File: config.mk
export PLATFORM = sky130hd
export DESIGN_NAME = smpc_top
export DESIGN_NICKNAME = d
export VERILOG_FILES = /design/src/rtl/smpc_pkg.sv /design/src/rtl/smpc_top.sv
export VERILOG_INCLUDE_DIRS = /design/src /design/src/rtl
export SDC_FILE = /design/constraint.sdc
export NUM_CORES = 1
export LEC_CHECK = 0
export BUFFER_PORTS_ARGS = -buffer_cell sky130_fd_sc_hd__buf_4
export CAP_MARGIN = 20
export CORE_ASPECT_RATIO = 1.1
export CORE_MARGIN = 2
export CORE_UTILIZATION = 45
export DETAILED_ROUTE_END_ITERATION = 10
export PLACE_DENSITY_LB_ADDON = 0.2
export SLEW_MARGIN = 10
export SYNTH_ARGS = -nofsm -noshare
export SYNTH_HDL_FRONTEND = slang
export SYNTH_SLANG_ARGS = --single-unit
File: constraint.sdc
create_clock -name clk -period 1.8 [get_ports clk]
set_input_delay 0.09 -clock clk [delete_from_list [all_inputs] [get_ports clk]]
set_output_delay 0.09 -clock clk [all_outputs]
set_load 0.005 [all_outputs]
File: src/rtl/smpc_regs.svh
// Register offsets, field positions, reset values and timing counts of the stop mode power control block.
`ifndef SMPC_REGS_SVH
`define SMPC_REGS_SVH
`define SMPC_OFS_OPTIONS     12'h000
`define SMPC_OFS_PMC1        12'h004
`define SMPC_OFS_PMC2        12'h008
`define SMPC_OFS_STOPCMD     12'h00C
`define SMPC_OFS_STATUS      12'h010
`define SMPC_OPT_WD_EN       7
`define SMPC_OPT_WD_LONG     6
`define SMPC_OPT_STOP_EN     5
`define SMPC_OPT_DBG_PIN     1
`define SMPC_OPT_RST         8'hC2
`define SMPC_OPT_MASK        8'hF3
`define SMPC_P1_FLAG         7
`define SMPC_P1_ACK          6
`define SMPC_P1_IRQ_EN       5
`define SMPC_P1_RST_EN       4
`define SMPC_P1_STOP_EN      3
`define SMPC_P1_DET_EN       2
`define SMPC_P2_PPD_FLAG     3
`define SMPC_P2_PPD_ACK      2
`define SMPC_P2_PDC          1
`define SMPC_P2_PARTIAL_POWERDOWN_SEL         0
`define SMPC_WD_LONG_BITS    18
`define SMPC_WD_SHORT_BITS   13
`endif

File: src/rtl/smpc_pkg.sv
// Types shared by the stop mode power control block.
package smpc_pkg;
  typedef enum logic [3:0] {
    SMPC_RUN   = 4'h1,
    SMPC_STOP3 = 4'h2,
    SMPC_STOP2 = 4'h4,
    SMPC_STOP1 = 4'h8
  } smpc_mode_t;

  typedef struct packed {
    logic       run_clk_en;
    logic       periph_clk_en;
    logic       conv_enable;
    logic       cgen_standby;
    logic       cgen_osc_run;
    logic       cgen_off;
    logic       reg_standby;
    logic       keypad_wake_en;
    logic       pins_latched;
  } smpc_power_t;

  typedef struct packed {
    logic       wake_irq;
    logic       cpu_take_irq;
    logic       cpu_take_reset;
    logic       periph_reset;
    logic       sys_reset;
    logic       ram_lost;
  } smpc_wake_t;

  typedef struct packed {
    smpc_mode_t  mode;
    logic [7:0]  options;
    logic        opt_written;
    logic        powerdown_ctrl;
    logic        partial_powerdown_sel;
    logic        pd_written;
    logic        ppd_flag;
    logic        lv_flag;
    logic        lv_irq_en;
    logic        lv_rst_en;
    logic        lv_stop_en;
    logic        lv_det_en;
    logic [17:0] wd_count;
    logic [31:0] prdata;
    logic        pready;
    smpc_wake_t  wake;
  } smpc_state_t;
endpackage

File: src/rtl/smpc_top.sv
// Stop mode power control: mode sequencing, write-once options and low-voltage detect control over APB.
// How it works
// Stop3 holds RAM and all registers.
// Stop2 wake resets registers, RAM kept, pins latched.
// Stop1 wake resets registers and loses RAM.
// Stop3 clock generator standby, oscillator optional.
// Stop2/stop1 clock generator fully off.
// Powered stop plus interrupt resumes through handler.
// Unpowered stop or reset wake fetches reset vector.
// Any stop halts timer, serial, converter clocks.
// Stop2/stop1 wake resets the peripheral modules.
// Keypad wakes stop3 only, reinitialised otherwise.
// Regulator standby unless low-volt-stop or debug.
// Options readable; bits 3 and 2 read zero.
// Options accept only first write after reset.
// Watchdog enable resets to one.
// Timeout select: 2^18 or 2^13 bus cycles.
// Stop while disabled forces illegal-opcode reset.
// Debug pin function versus output-only port pin.
// Low-voltage flag reads only while detection enabled.
// Ack write one clears flag, reads zero.
// Interrupt request while flag and enable set.
// Reset on flag when reset and detect enabled.
// Detect enable gates bits; stop bit keeps detection.
// Write-once power-down and partial select bits.
// Debug or low-volt-stop forces stop3 instead.
// Stop2 wake sets flag; ack clears and releases pins.
//
// Design decisions made here: the APB register port and the register addresses.
`include "smpc_regs.svh"
`timescale 1ns/1ps
`default_nettype none
module smpc_top
(
  // Clock and reset.
  input  wire logic        clk,
  input  wire logic        sys_rst,
  // APB slave.
  input  wire logic        psel,
  input  wire logic        penable,
  input  wire logic        pwrite,
  input  wire logic [11:0] paddr,
  input  wire logic [31:0] pwdata,
  output logic             pready,
  output logic [31:0]      prdata,
  output logic             pslverr,
  // Core and wake events, from the same clock domain.
  input  wire logic        stop_exec,
  input  wire logic        wake_irq_event,
  input  wire logic        wake_reset_event,
  input  wire logic        wdog_service,
  input  wire logic        debug_entry_enable,
  // Analog low-voltage comparator output, asynchronous.
  input  wire logic        low_volt_raw,
  // Power and clock controls.
  output smpc_pkg::smpc_power_t power,
  output smpc_pkg::smpc_wake_t  wake,
  output logic             regs_reset,
  output logic             low_volt_irq,
  output logic             illegal_stop_reset,
  output logic             watchdog_reset,
  output logic             low_volt_reset,
  output logic             debug_pin_enable
);

  smpc_pkg::smpc_state_t st;
  smpc_pkg::smpc_state_t next_st;
  logic [1:0]            lv_sync;
  logic                  wr_acc;
  logic                  rd_acc;
  logic                  stop_allowed;
  logic                  deep_blocked;
  logic                  lv_active;
  logic [17:0]           wd_limit;

  // The comparator is asynchronous, so only the second stage is read.
  always_ff @(posedge clk or posedge sys_rst)
  begin
    if (sys_rst)
      lv_sync <= 2'h0;
    else
      lv_sync <= {lv_sync[0], low_volt_raw};
  end

  always_comb
  begin
    wr_acc       = psel && penable && pwrite && st.pready;
    rd_acc       = psel && !penable && !pwrite;
    stop_allowed = st.options[`SMPC_OPT_STOP_EN];
    deep_blocked = debug_entry_enable || (st.lv_det_en && st.lv_stop_en);
    lv_active    = st.lv_det_en && (st.mode == smpc_pkg::SMPC_RUN || st.lv_stop_en);
    wd_limit     = st.options[`SMPC_OPT_WD_LONG]
                 ? 18'h3FFFF : 18'h01FFF;
  end

  always_comb
  begin
    next_st      = st;
    next_st.wake = '0;
    next_st.pready = psel && !penable;

    // A detect event sets the flag even when an ack lands in the same cycle.
    if (wr_acc && paddr == `SMPC_OFS_PMC1 && pwdata[`SMPC_P1_ACK])
      next_st.lv_flag = 1'b0;
    if (lv_active && lv_sync[1])
      next_st.lv_flag = 1'b1;

    if (wr_acc)
    begin
      case (paddr)
        `SMPC_OFS_OPTIONS:
        begin
          if (!st.opt_written)
          begin
            next_st.options     = pwdata[7:0] & `SMPC_OPT_MASK;
            next_st.opt_written = 1'b1;
          end
        end
        `SMPC_OFS_PMC1:
        begin
          next_st.lv_irq_en  = pwdata[`SMPC_P1_IRQ_EN];
          next_st.lv_rst_en  = pwdata[`SMPC_P1_RST_EN];
          next_st.lv_stop_en = pwdata[`SMPC_P1_STOP_EN];
          next_st.lv_det_en  = pwdata[`SMPC_P1_DET_EN];
        end
        `SMPC_OFS_PMC2:
        begin
          if (pwdata[`SMPC_P2_PPD_ACK])
            next_st.ppd_flag = 1'b0;
          if (!st.pd_written)
          begin
            next_st.powerdown_ctrl        = pwdata[`SMPC_P2_PDC];
            next_st.partial_powerdown_sel       = pwdata[`SMPC_P2_PARTIAL_POWERDOWN_SEL];
            next_st.pd_written = 1'b1;
          end
        end
        default:
        begin
        end
      endcase
    end

    // Watchdog counts in run mode only; a service write restarts it.
    if (st.mode != smpc_pkg::SMPC_RUN || wdog_service || !st.options[`SMPC_OPT_WD_EN])
      next_st.wd_count = 18'h00000;
    else if (st.wd_count != wd_limit)
      next_st.wd_count = st.wd_count + 18'h00001;

    case (st.mode)
      smpc_pkg::SMPC_RUN:
      begin
        if (stop_exec && stop_allowed)
        begin
          if (!st.powerdown_ctrl || deep_blocked)
            next_st.mode = smpc_pkg::SMPC_STOP3;
          else if (st.partial_powerdown_sel)
            next_st.mode = smpc_pkg::SMPC_STOP2;
          else
            next_st.mode = smpc_pkg::SMPC_STOP1;
        end
      end
      smpc_pkg::SMPC_STOP3:
      begin
        // Register state is simply held, so nothing is touched here.
        if (wake_reset_event)
        begin
          next_st.mode                = smpc_pkg::SMPC_RUN;
          next_st.wake.cpu_take_reset = 1'b1;
          next_st.wake.sys_reset      = 1'b1;
        end
        else if (wake_irq_event)
        begin
          next_st.mode              = smpc_pkg::SMPC_RUN;
          next_st.wake.wake_irq     = 1'b1;
          next_st.wake.cpu_take_irq = 1'b1;
        end
      end
      smpc_pkg::SMPC_STOP2, smpc_pkg::SMPC_STOP1:
      begin
        if (wake_reset_event || wake_irq_event)
        begin
          next_st                     = '0;
          next_st.mode                = smpc_pkg::SMPC_RUN;
          next_st.options             = `SMPC_OPT_RST;
          next_st.ppd_flag            = (st.mode == smpc_pkg::SMPC_STOP2);
          next_st.wake.cpu_take_reset = 1'b1;
          next_st.wake.periph_reset   = 1'b1;
          next_st.wake.sys_reset      = 1'b1;
          next_st.wake.ram_lost       = (st.mode == smpc_pkg::SMPC_STOP1);
        end
      end
      default:
        next_st.mode = smpc_pkg::SMPC_RUN;
    endcase

    if (rd_acc)
    begin
      case (paddr)
        `SMPC_OFS_OPTIONS:
          next_st.prdata = {24'h000000, st.options & `SMPC_OPT_MASK};
        `SMPC_OFS_PMC1:
          next_st.prdata = {24'h000000, st.lv_flag && st.lv_det_en, 1'b0, st.lv_irq_en,
                            st.lv_rst_en, st.lv_stop_en, st.lv_det_en, 2'h0};
        `SMPC_OFS_PMC2:
          next_st.prdata = {28'h0000000, st.ppd_flag, 1'b0, st.powerdown_ctrl, st.partial_powerdown_sel};
        `SMPC_OFS_STATUS:
          next_st.prdata = {28'h0000000, st.mode};
        default:
          next_st.prdata = 32'h00000000;
      endcase
    end
  end

  always_ff @(posedge clk or posedge sys_rst)
  begin
    if (sys_rst)
    begin
      st         <= '0;
      st.mode    <= smpc_pkg::SMPC_RUN;
      st.options <= `SMPC_OPT_RST;
    end
    else
      st <= next_st;
  end

  always_comb
  begin
    pready  = st.pready;
    prdata  = st.prdata;
    pslverr = 1'b0;
    wake    = st.wake;
    regs_reset = st.wake.sys_reset;
    illegal_stop_reset = stop_exec && !stop_allowed && st.mode == smpc_pkg::SMPC_RUN;
    watchdog_reset = st.options[`SMPC_OPT_WD_EN] && st.wd_count == wd_limit;
    low_volt_irq   = st.lv_irq_en && st.lv_det_en && st.lv_flag;
    low_volt_reset = st.lv_rst_en && st.lv_det_en && st.lv_flag;
    debug_pin_enable = st.options[`SMPC_OPT_DBG_PIN];
    power.run_clk_en     = (st.mode == smpc_pkg::SMPC_RUN);
    power.periph_clk_en  = (st.mode == smpc_pkg::SMPC_RUN);
    power.conv_enable    = (st.mode == smpc_pkg::SMPC_RUN);
    power.cgen_standby   = (st.mode == smpc_pkg::SMPC_STOP3);
    power.cgen_osc_run   = (st.mode == smpc_pkg::SMPC_STOP3) && st.options[0];
    power.cgen_off       = (st.mode == smpc_pkg::SMPC_STOP2) || (st.mode == smpc_pkg::SMPC_STOP1);
    power.reg_standby    = (st.mode != smpc_pkg::SMPC_RUN) && !deep_blocked;
    power.keypad_wake_en = (st.mode != smpc_pkg::SMPC_STOP2) && (st.mode != smpc_pkg::SMPC_STOP1);
    power.pins_latched   = st.ppd_flag || (st.mode == smpc_pkg::SMPC_STOP2);
  end

endmodule
`default_nettype wire

Yosys cells after proc, flatten, opt, wreduce, memory -nomap -nowiden

Index checks and enable logic that the tools add are counted.

Flip-flop bits (word level): 81
Word-level logic and storage cells: 110

Reduce and logical (&&, ||, !) cells: 42
Eq/ne operators: 15
Add/subtract/negate cells: 1
Muxes and demuxes: 30

Operator list:

| cell                                                             | count |
|---|---|
| 79-bit two-way mux                                               | 1 |
| 69-bit two-way mux                                               | 1 |
| 18-bit two-way mux                                               | 3 |
| 32-bit two-way mux                                               | 1 |
| 4-bit two-way mux                                                | 8 |
| 8-bit one-hot mux with 4 select lines                            | 1 |
| 1-bit logical AND                                                | 22 |
| 18-bit by 1-bit adder with 18-bit output, second input constant  | 1 |
| 18-bit == test                                                   | 1 |
| 9-bit two-way mux                                                | 2 |
| 18-bit != test                                                   | 1 |
| 13-bit two-way mux                                               | 1 |
| 12-bit by 3-bit == test with 1-bit output, second input constant | 1 |
| 12-bit by 4-bit == test with 1-bit output, second input constant | 1 |
| 12-bit by 5-bit == test with 1-bit output, second input constant | 1 |
| 12-bit logical NOT                                               | 1 |
| 4-bit one-hot mux with 3 select lines                            | 1 |
| 1-bit logical OR                                                 | 8 |
| 1-bit logical NOT                                                | 6 |
| 1-bit two-way mux                                                | 6 |
| 3-bit one-hot mux with 2 select lines                            | 1 |
| 4-bit by 1-bit == test with 1-bit output, second input constant  | 1 |
| 4-bit by 2-bit == test with 1-bit output, second input constant  | 1 |
| 4-bit by 3-bit == test with 1-bit output, second input constant  | 1 |
| 14 further kinds                                                 | 16 |

Longest topological paths before layout

Gate-level depths: netlist of the first run.

Depth after elaboration: 10
Mapped depth: 8
Depth with buffers taken out: 6

Worst setup path after synthesis of the first run

OpenSTA, ideal clock, no wires.

Kind: register to register
Start point: register st[75] (netlist name)
End point: register st[41] (netlist name)
Slack: -0.044 ns
Data arrival time: 1.762 ns
Data required time: 1.718 ns
Cell stages (with the launch flop): 6
Setup time: 0.082 ns
Path buffers: 1
Cell sequence: dfstp_2 clkbuf_1 nor4b_4 nand3b_2 o21bai_1 a31oi_1

RTL lines:

| item                     | RTL line        | source |
|---|---|---|
| start: declaration       | smpc_top.sv:66  | `smpc_pkg::smpc_state_t st;` |
| start signal: assignment | smpc_top.sv:223 | `st <= next_st;` |

Worst setup path in the final report of the first run

Start point: register st[52] (netlist name)
End point: output port watchdog_reset

Cells in the longest elaborated chain, start to end: 2

RTL lines:

| item              | RTL line        | source |
|---|---|---|
| 18-bit == test    | smpc_top.sv:234 | `` watchdog_reset = st.options[`SMPC_OPT_WD_EN] && st.wd_count == wd_limit; `` |
| 1-bit logical AND | smpc_top.sv:234 |  |
| end: declaration  | smpc_top.sv:61  | `output logic watchdog_reset,` |

Every way passes these cells.

==> flow_summary.yaml, run 1 <==
final_layout:
  area_growth_pct: 24.1
  fill_cells: 597
  drive_above_1_share: 0.324
  final_nets: 441
  n_antenna_cell: 0
  finish.utilization: 0.572
floorplan:
  start_util: 0.461
  rows: 31
  dieArea_um2: 7390
  fp.coreArea_um2: 6560
  die_w_um: 82.1
  ios: 110
  die_h_um: 90.0
synth:
  synth_top_area_frac: 0.406
  yosysSeqAreaShare: 0.440
  netlist_instances: 314
  synth_ff_type: "dfrtp_1"
  synth_area_leaders: "dfrtp_1 41%, buf_4 10%, mux2i_1 5.0%"
  yosysWarningCount: 0
  synth.most_common_cell: "dfrtp_1"
  synth_common_cells: "49 x dfrtp_1, 41 x buf_4, 36 x nor2_1"
  ys_seq_elements: 53
  synthDistinctLibCells: 49
  async_reset_ff_frac: 1.00
  synth_area_um2: 3020
  postSynthAreaPerCell_um2: 9.63
  synth_edf_count: 0
  synth_top_area_cell: "dfrtp_1"
pwr:
  p_per_area_nw_per_um2: 551
  peakVddDrop_v: 0.000361
  leakage_nw: 1.85
setup_path:
  endpoint_kind: "output port"
  path_cells: "nor4_4 > a32o_2 > buf_6 > and3_4 > buf_4"
  cpPeakStageDelay_ns: 0.47
  path_buf_inv: 2
  r2r_slack_ns: 0.07
  cp_slowest_cell: "dfrtp_2"
  critPathKind: "reg -> out"
  start_kind: "flop"
  path_max_fanout: 10
  arrival_ns: 1.71
  cp.required_ns: 1.71
  crit_family: "flip-flops"
sta:
  min_period_ns: 1.80
  finalSetupViolations: 0
  rsz0062_at_grt: "yes"
  holdWs_ns: 0.0212
  hold_viol: 0
  layout_setup_ws_ns: 0.000668
  min_period_over_period: 1.00
  maxSlewViolCount: 0
  max-slew-margin-rel: 0.590
  worstMarginPinSlew_ns: 0.615
  finalClockSkew_ns: 0.0162
  max_freq_ghz: 0.556
grt:
  antenna_found_initial: 0
  track_usage: 0.183
  grt_pass1_wl_um: 10600
  grt_overflow: 0
  grt_pass1_vias: 2276
  grt_max_degree: 35
clock_network:
  clkTransAtPathRegs_ns: 0.10
  cts_max_level: 2
  cts_sinks: 53
  root_buffer: "clkbuf_8"
  cts_made_buffers: 5
  clk_latency_ns: 0.31
  clock_path_buffers: 2
  cts_tree: "built"
route:
  postRouteAntennaNets: 0
  wl_um: 6810
  wl_per_cell_um: 14.6
  drt_iter0_markers: 129
  drt_first_pass_iters: 4
  drc: 0
  vias: 2442
  routed_via_density: 5.22
place:
  place.gp.congestion: 0.864
  preCtsSetupSlack_ns: 0.0294
  portBuffers: 60
  post-dp-hpwl_um: 4980
hold_path:
  hold_class: "in -> reg"
job:
  max_cap_violations: 0
status:
  status: "finished, final reports clean"
[placed cells by master (no fill, tap or decap), types with 2 or more instances in the layout]
cell type / instances
buf_4: 88
and4_1: 6
nor2b_1: 3
o31ai_1: 2
nand2_1: 20
and3_4: 2
nand2b_1: 2
nand4_1: 4
mux2i_1: 15
a211oi_1: 2
conb_1: 25
a32o_1: 2
o2bb2ai_1: 5
clkbuf_8: 5
nand3_1: 6
and3_1: 5
a21oi_1: 12
inv_1: 6
dfstp_2: 4
nor4_2: 2
o211ai_1: 3
dfrtp_1: 45
o21ai_0: 10
nor3_1: 5
a31oi_1: 6
nor3b_1: 2
o2111ai_1: 2
xor2_1: 6
nor2_1: 35
buf_6: 2
xnor2_1: 10
or2_2: 3
and2_1: 5
a22o_1: 2
o21bai_1: 2
dfrtp_2: 4
dlygate4sd3_1: 5
[power by group]
part | internal [mW] | switching [mW]
sequential | 1.20 | 0.00463
clock | 0.282 | 0.411
combinational | 0.0869 | 0.0902
[timing repair]
action	4_1_cts	5_1_grt
hold buffers	5	0
endpoints found under the setup margin	6	13
gates resized for setup	7	12
endpoints found under the hold margin	23	0
setup buffers	2	9
pin swaps	2	4
[stage by stage]
step / std cells / power (mW) / area (µm²) / setup TNS [ns]
2_1_floorplan: 338 / 1.34 / 3120 / 0
3_3_place_gp: 444 / 1.39 / 3450 / 0
3_5_place_dp: 444 / 1.39 / 3450 / 0
4_1_cts: 459 / 2.10 / 3640 / -0.0317
5_1_grt: 468 / 2.16 / 3750 / -0.159
6_report: 468 / 2.07 / 3750 / 0
[final timing paths]
check | startpoint | depth (start not counted) | to
min | pwdata[1] | 3 | debug_pin_enable$_DFF_PP1_
max in group asynchronous | sys_rst | 4 | debug_pin_enable$_DFF_PP1_
min in group asynchronous | sys_rst | 3 | st[72]$_DFF_PP0_
min reg2reg | lv_sync[0]$_DFF_PP0_ | 0 | lv_sync[1]$_DFF_PP0_
max reg2reg | st[73]$_DFF_PP1_ | 5 | st[49]$_DFF_PP0_
max | st[52]$_DFF_PP0_ | 5 | watchdog_reset
[area by class of cell]
class                   instances  area (µm²)  share of cell area
multi-input cells             222        1440               0.384
flip-flops and latches         53        1340               0.356
repair buffers                 96         753               0.201
well taps                      82         103              0.0273
clock buffers                   5        68.8              0.0183
inverters                       7        26.3             0.00700
clock inverters                 3        25.0             0.00667
[worst reg2reg max path, cell delays in order (launching register included)]
cell       delay (ns)
dfstp_2          0.62
nor4_4           0.07
a32oi_1          0.48
o2111ai_1        0.23
xor2_1           0.17
nor2_1           0.09
[logic make-up (layout without fill, tap and decap cells)]
family | count (synthesis) | in the layout | share of synthesized area
mux | 15 | 15 | 0.0497
buf+inv | 63 | 111 | 0.136
simple gates | 112 | 112 | 0.203
compound gates | 53 | 53 | 0.119
flops | 53 | 53 | 0.440
fa+ha+maj | 1 | 1 | 0.00414
other cells | 1 | 25 | 0.00124
xor+xnor | 16 | 16 | 0.0464
[state kept, by name (all words and copies together) (netlist names)]
name,cells
st,37
lv_sync,2
pready,1
debug_pin_enable,1
prdata,8
wake,4
[per-layer routing]
| layer | up-vias | wire [µm] | global-route usage | part of all wire |
|---|---|---|---|---|
| li1 | 1168 | - | - | - |
| met1 | 1189 | 2830 | 0.232 | 0.42 |
| met4 | 0 | 78 | 0.0458 | 0.011 |
| met5 | - | 0 | 0 | 0 |
| met2 | 78 | 3510 | 0.314 | 0.52 |
| met3 | 7 | 392 | 0.0371 | 0.058 |
No activity file was read; power rests on OpenSTA's default activity.
==> run 2: changes to the inputs <==
--- a/config.mk
+++ b/config.mk
@@ -12,7 +12,7 @@
 export CORE_MARGIN = 2
 export CORE_UTILIZATION = 45
 export DETAILED_ROUTE_END_ITERATION = 10
-export PLACE_DENSITY_LB_ADDON = 0.2
+export PLACE_DENSITY = 0.75
 export SLEW_MARGIN = 10
 export SYNTH_ARGS = -nofsm -noshare
 export SYNTH_HDL_FRONTEND = slang
==> flow_summary.yaml, run 2 (synthesized netlist as in run 1, its figures left out) <==
clock_network:
  root_buffer: "clkbuf_8"
  cts_max_level: 2
  clkTransAtPathRegs_ns: 0.09
  cts_tree: "built"
  clk_latency_ns: 0.31
  cts_sinks: 53
  cts_made_buffers: 5
  clock_path_buffers: 2
sta:
  max_freq_ghz: 0.569
  min_period_over_period: 0.976
  max-slew-margin-rel: 0.663
  finalSetupViolations: 0
  maxSlewViolCount: 0
  worstMarginPinSlew_ns: 0.503
  rsz0062_at_grt: "no"
  min_period_ns: 1.76
  hold_viol: 0
  finalClockSkew_ns: 0.0126
floorplan:
  ios: 110
  dieArea_um2: 7390
  rows: 31
  die_w_um: 82.1
  die_h_um: 90.0
  start_util: 0.461
  fp.coreArea_um2: 6560
final_layout:
  largest_register_ffs: 37
  instances_no_fill: 461
  regMostFlops: "st"
  drive_above_1_share: 0.303
  final_nets: 434
  register_area_um2: 1330
  layout_commonest_cell: "buf_4"
  layout_common_cells: "82 x buf_4, 48 x dfrtp_1, 36 x nor2_1"
  multi_input_area_um2: 1420
  area_growth_pct: 21.9
  n_antenna_cell: 0
  fill_cells: 614
setup_path:
  r2r_slack_ns: 0.10
  reg2reg_to: "st[56]$_DFF_PP0_"
  endpoint_kind: "output port"
  reg2reg_depth: 6
  start_kind: "flop"
  r2r-start: "st[39]$_DFF_PP0_"
  critPathKind: "reg -> out"
  cp.required_ns: 1.71
  arrival_ns: 1.67
  path_max_fanout: 10
status:
  status: "finished, final reports clean"
place:
  dp.cells: 441
  place.gp.congestion: 0.817
  portBuffers: 60
  post-dp-hpwl_um: 4780
pwr:
  leakage_nw: 1.82
  intPower_mw: 1.69
  p_per_area_nw_per_um2: 587
  swShare: 0.218
  clock_power_share: 0.365
  peakVddDrop_v: 0.000340
  power.switching_mw: 0.471
  p_comb_frac: 0.082
  finalPower_mw: 2.16
  power_frac_seq: 0.554
grt:
  antenna_found_initial: 0
  grt_pass1_vias: 2234
  track_usage: 0.181
  grt_pass1_wl_um: 10400
  grt_max_degree: 54
  grt_overflow: 0
hold_path:
  min_from: "wake_reset_event"
  hold_class: "in -> reg"
  min_path_cells: 2
  holdPathEnd: "wake[3]$_DFF_PP0_"
route:
  drt_first_pass_iters: 4
  routed_via_density: 5.27
  wl_um: 6680
  wl_per_cell_um: 14.5
  vias: 2431
  postRouteAntennaNets: 0
  drc: 0
  drt_iter0_markers: 124
job:
  max_cap_violations: 0
[run 2: changes by cell type in the layout (fill, tap and decap cells not counted), moves of 2 or more]
cell / change
buf_4: -6
dfrtp_1: +3
dfrtp_2: -3
nor4_2: +2
[run 2: how the worst max path moves through the flow]
stage | startpoint | end | slack [ns] | cells past startpoint
2_1_floorplan | st[75]$_DFFE_PP1P_ | st[41]$_DFF_PP0_ | 0.08 | 5
3_3_place_gp | st[39]$_DFF_PP0_ | st[39]$_DFF_PP0_ | 0.02 | 6
3_5_place_dp | st[39]$_DFF_PP0_ | st[39]$_DFF_PP0_ | -0.02 | 6
4_1_cts | st[40]$_DFF_PP0_ | watchdog_reset | -0.03 | 5
5_1_grt | st[40]$_DFF_PP0_ | st[39]$_DFF_PP0_ | 0.006 | 7
6_report | st[52]$_DFF_PP0_ | watchdog_reset | 0.04 | 5
[run 2: stage by stage]
step	setup TNS (ns)	cell area (µm²)	hold slack [ns]	util	setup WS, ns
after floorplan	0	3120	0.121	-	0.0770
after global placement	0	3430	0.168	0.523	0.0186
after detailed placement	-0.0214	3430	0.173	0.523	-0.0180
after CTS	-0.0307	3610	0.00544	0.551	-0.0307
after global routing	0	3690	0.0178	0.562	0.00569
final	0	3690	0.0152	0.562	0.0434
[run 2: repair_timing]
action | in CTS | in global routing
endpoints found under the hold margin | 52 | 0
pin swaps | 2 | 2
setup endpoints to repair | 3 | 11
hold buffers | 4 | 0
setup buffers | 3 | 5
resized for setup | 6 | 10
[run 2: power by group through the flow]
stage,combinational (mW),sequential (mW),clock [mW]
2_1_floorplan,0.119,1.22,0
3_3_place_gp,0.165,1.22,0
3_5_place_dp,0.167,1.22,0
4_1_cts,0.177,1.20,0.806
5_1_grt,0.197,1.20,0.841
6_report,0.177,1.20,0.789
[run 2: worst max-delay path, cell delays in order, from the launching register on]
cell     delay, ns
dfrtp_2       0.44
nor4_2        0.29
a32o_2        0.20
buf_6         0.14
and3_4        0.20
buf_6         0.09
[run 2: layout make-up]
type	instances	share of cell area
Tap cell	82	0.0278
Timing Repair Buffer	89	0.189
Inverter	7	0.00713
Clock buffer	6	0.0197
Multi-Input combinational cell	222	0.385
Sequential cell	53	0.362
Clock inverter	2	0.00950
[run 2: layer usage]
| layer | up-vias | wire length [µm] | GRT usage |
|---|---|---|---|
| met5 | - | 0 | 0 |
| met4 | 0 | 135 | 0.0639 |
| met3 | 10 | 330 | 0.0331 |
| met2 | 76 | 3190 | 0.279 |
| met1 | 1185 | 3030 | 0.252 |
| li1 | 1160 | - | - |
==> run 3: changes to the inputs <==
--- a/config.mk
+++ b/config.mk
@@ -10,9 +10,10 @@
 export CAP_MARGIN = 20
 export CORE_ASPECT_RATIO = 1.1
 export CORE_MARGIN = 2
-export CORE_UTILIZATION = 45
+export CORE_UTILIZATION = 50
 export DETAILED_ROUTE_END_ITERATION = 10
-export PLACE_DENSITY = 0.75
+export HOLD_SLACK_MARGIN = 0.03
+export PLACE_DENSITY = 0.79
 export SLEW_MARGIN = 10
 export SYNTH_ARGS = -nofsm -noshare
 export SYNTH_HDL_FRONTEND = slang
==> constraint.sdc (replaced) <==
create_clock -name clk -period 1.75 [get_ports clk]
set_input_delay 0.0875 -clock clk [delete_from_list [all_inputs] [get_ports clk]]
set_output_delay 0.0875 -clock clk [all_outputs]
set_load 0.005 [all_outputs]
==> flow_summary.yaml, run 3 (synthesized netlist as in run 1, its figures left out) <==
status:
  status: "complete, but fails checks"
  violations: "setup timing"
final_layout:
  finish.utilization: 0.668
  area_growth_pct: 28.2
  multi_input_area_um2: 1450
  final_nets: 454
  regMostFlops: "st"
  largest_register_ffs: 37
  layout_commonest_cell: "buf_4"
  drive_above_1_share: 0.338
  register_area_um2: 1340
  layout_common_cells: "99 x buf_4, 46 x dfrtp_1, 35 x nor2_1"
  n_antenna_cell: 0
  fill_cells: 448
sta:
  finalSetupViolations: 1
  finalClockSkew_ns: 0.00936
  min_period_ns: 1.76
  fin_tns_setup_ns: -0.0137
  max_freq_ghz: 0.567
  hold_viol: 0
  rsz0062_at_grt: "yes"
  layout_setup_ws_ns: -0.0137
  min_period_over_period: 1.01
  maxSlewViolCount: 0
floorplan:
  dieArea_um2: 6680
  die_w_um: 78.1
  rows: 29
  die_h_um: 85.6
  ios: 110
  start_util: 0.521
  fp.coreArea_um2: 5810
clock_network:
  cts_max_level: 2
  root_buffer: "clkbuf_8"
  cts_made_buffers: 5
  clock_path_buffers: 2
  clkTransAtPathRegs_ns: 0.10
  clk_latency_ns: 0.31
  cts_tree: "built"
  cts_sinks: 53
setup_path:
  cp.required_ns: 1.66
  critPathKind: "reg -> out"
  start_kind: "flop"
  path_max_fanout: 7
  endpoint_kind: "output port"
  arrival_ns: 1.68
grt:
  grt_max_degree: 54
  track_usage: 0.202
  antenna_found_initial: 0
  met3_usage: 0.0379
  grt.met2_usage: 0.341
  gr-usage-met1: 0.259
  grt_pass1_vias: 2316
  grt_pass1_wl_um: 10600
  grt_overflow: 0
  grt_busiest_layer: "met2"
place:
  post-dp-hpwl_um: 4850
  portBuffers: 60
  place.gp.congestion: 0.877
route:
  drt_first_pass_iters: 4
  postRouteAntennaNets: 0
  vias: 2512
  wl_per_cell_um: 14.5
  wl_um: 6930
  drc: 0
  drt_iter0_markers: 144
  routed_via_density: 5.28
pwr:
  peakVddDrop_v: 0.000404
  p_per_area_nw_per_um2: 589
  leakage_nw: 1.93
job:
  max_cap_violations: 0
hold_path:
  hold_class: "in -> reg"
run 3: stage by stage:
step / instances / power, mW / instance area (µm²) / hold slack [ns] / worst slack [ns]
after global routing: 476 / 2.36 / 3880 / 0.0431 / -0.0476
after detailed placement: 444 / 1.43 / 3480 / 0.166 / -0.0209
after CTS: 462 / 2.29 / 3720 / 0.0319 / -0.0170
after global placement: 444 / 1.43 / 3480 / 0.161 / 0.00493
after floorplan: 338 / 1.38 / 3120 / 0.119 / 0.0270
final: 476 / 2.28 / 3880 / 0.0375 / -0.0137
run 3: layout make-up:
type                            instances  area share
Clock inverter                          1     0.00775
Timing Repair Buffer                  109       0.221
Clock buffer                            7      0.0223
Inverter                                7     0.00678
Tap cell                               77      0.0249
Multi-Input combinational cell        222       0.373
Sequential cell                        53       0.344
run 3: worst max-delay path, cell delays in order (launching register included):
cell and delay [ns]:
dfrtp_1 0.44, and4_1 0.23, a32o_2 0.28, buf_6 0.14, and3_4 0.17, buf_6 0.11
run 3: worst paths after layout:
path | startpoint | to | slack, ns | cells after the start
max | st[55]$_DFF_PP0_ | watchdog_reset | -0.01 | 5
min | pwdata[4] | st[59]$_DFF_PP0_ | 0.04 | 3
max reg2reg | st[55]$_DFF_PP0_ | st[42]$_DFF_PP0_ | 0.03 | 7
min reg2reg | lv_sync[0]$_DFF_PP0_ | lv_sync[1]$_DFF_PP0_ | 0.39 | 0
max in group asynchronous | sys_rst | st[73]$_DFF_PP1_ | 1.08 | 4
min in group asynchronous | sys_rst | st[40]$_DFF_PP0_ | 0.36 | 4
run 3: per-layer routing:
layer,up-vias,part of all wire
met5,-,0
met4,0,0.015
met3,9,0.050
met2,90,0.52
met1,1209,0.42
li1,1204,-
run 3: power breakdown:
group / internal, mW / switching (mW)
Clock: 0.467 / 0.397
Sequential: 1.23 / 0.00496
Combinational: 0.0923 / 0.0947
Total: 1.79 / 0.497
run 3: repair_timing:
item                                   in CTS  in global routing
setup endpoints to repair                   4                 22
buffers inserted                            3                 14
endpoints found under the hold margin      55                  0
gates resized for setup                     9                 11
pin swaps                                   2                  3
hold buffers                                7                  0
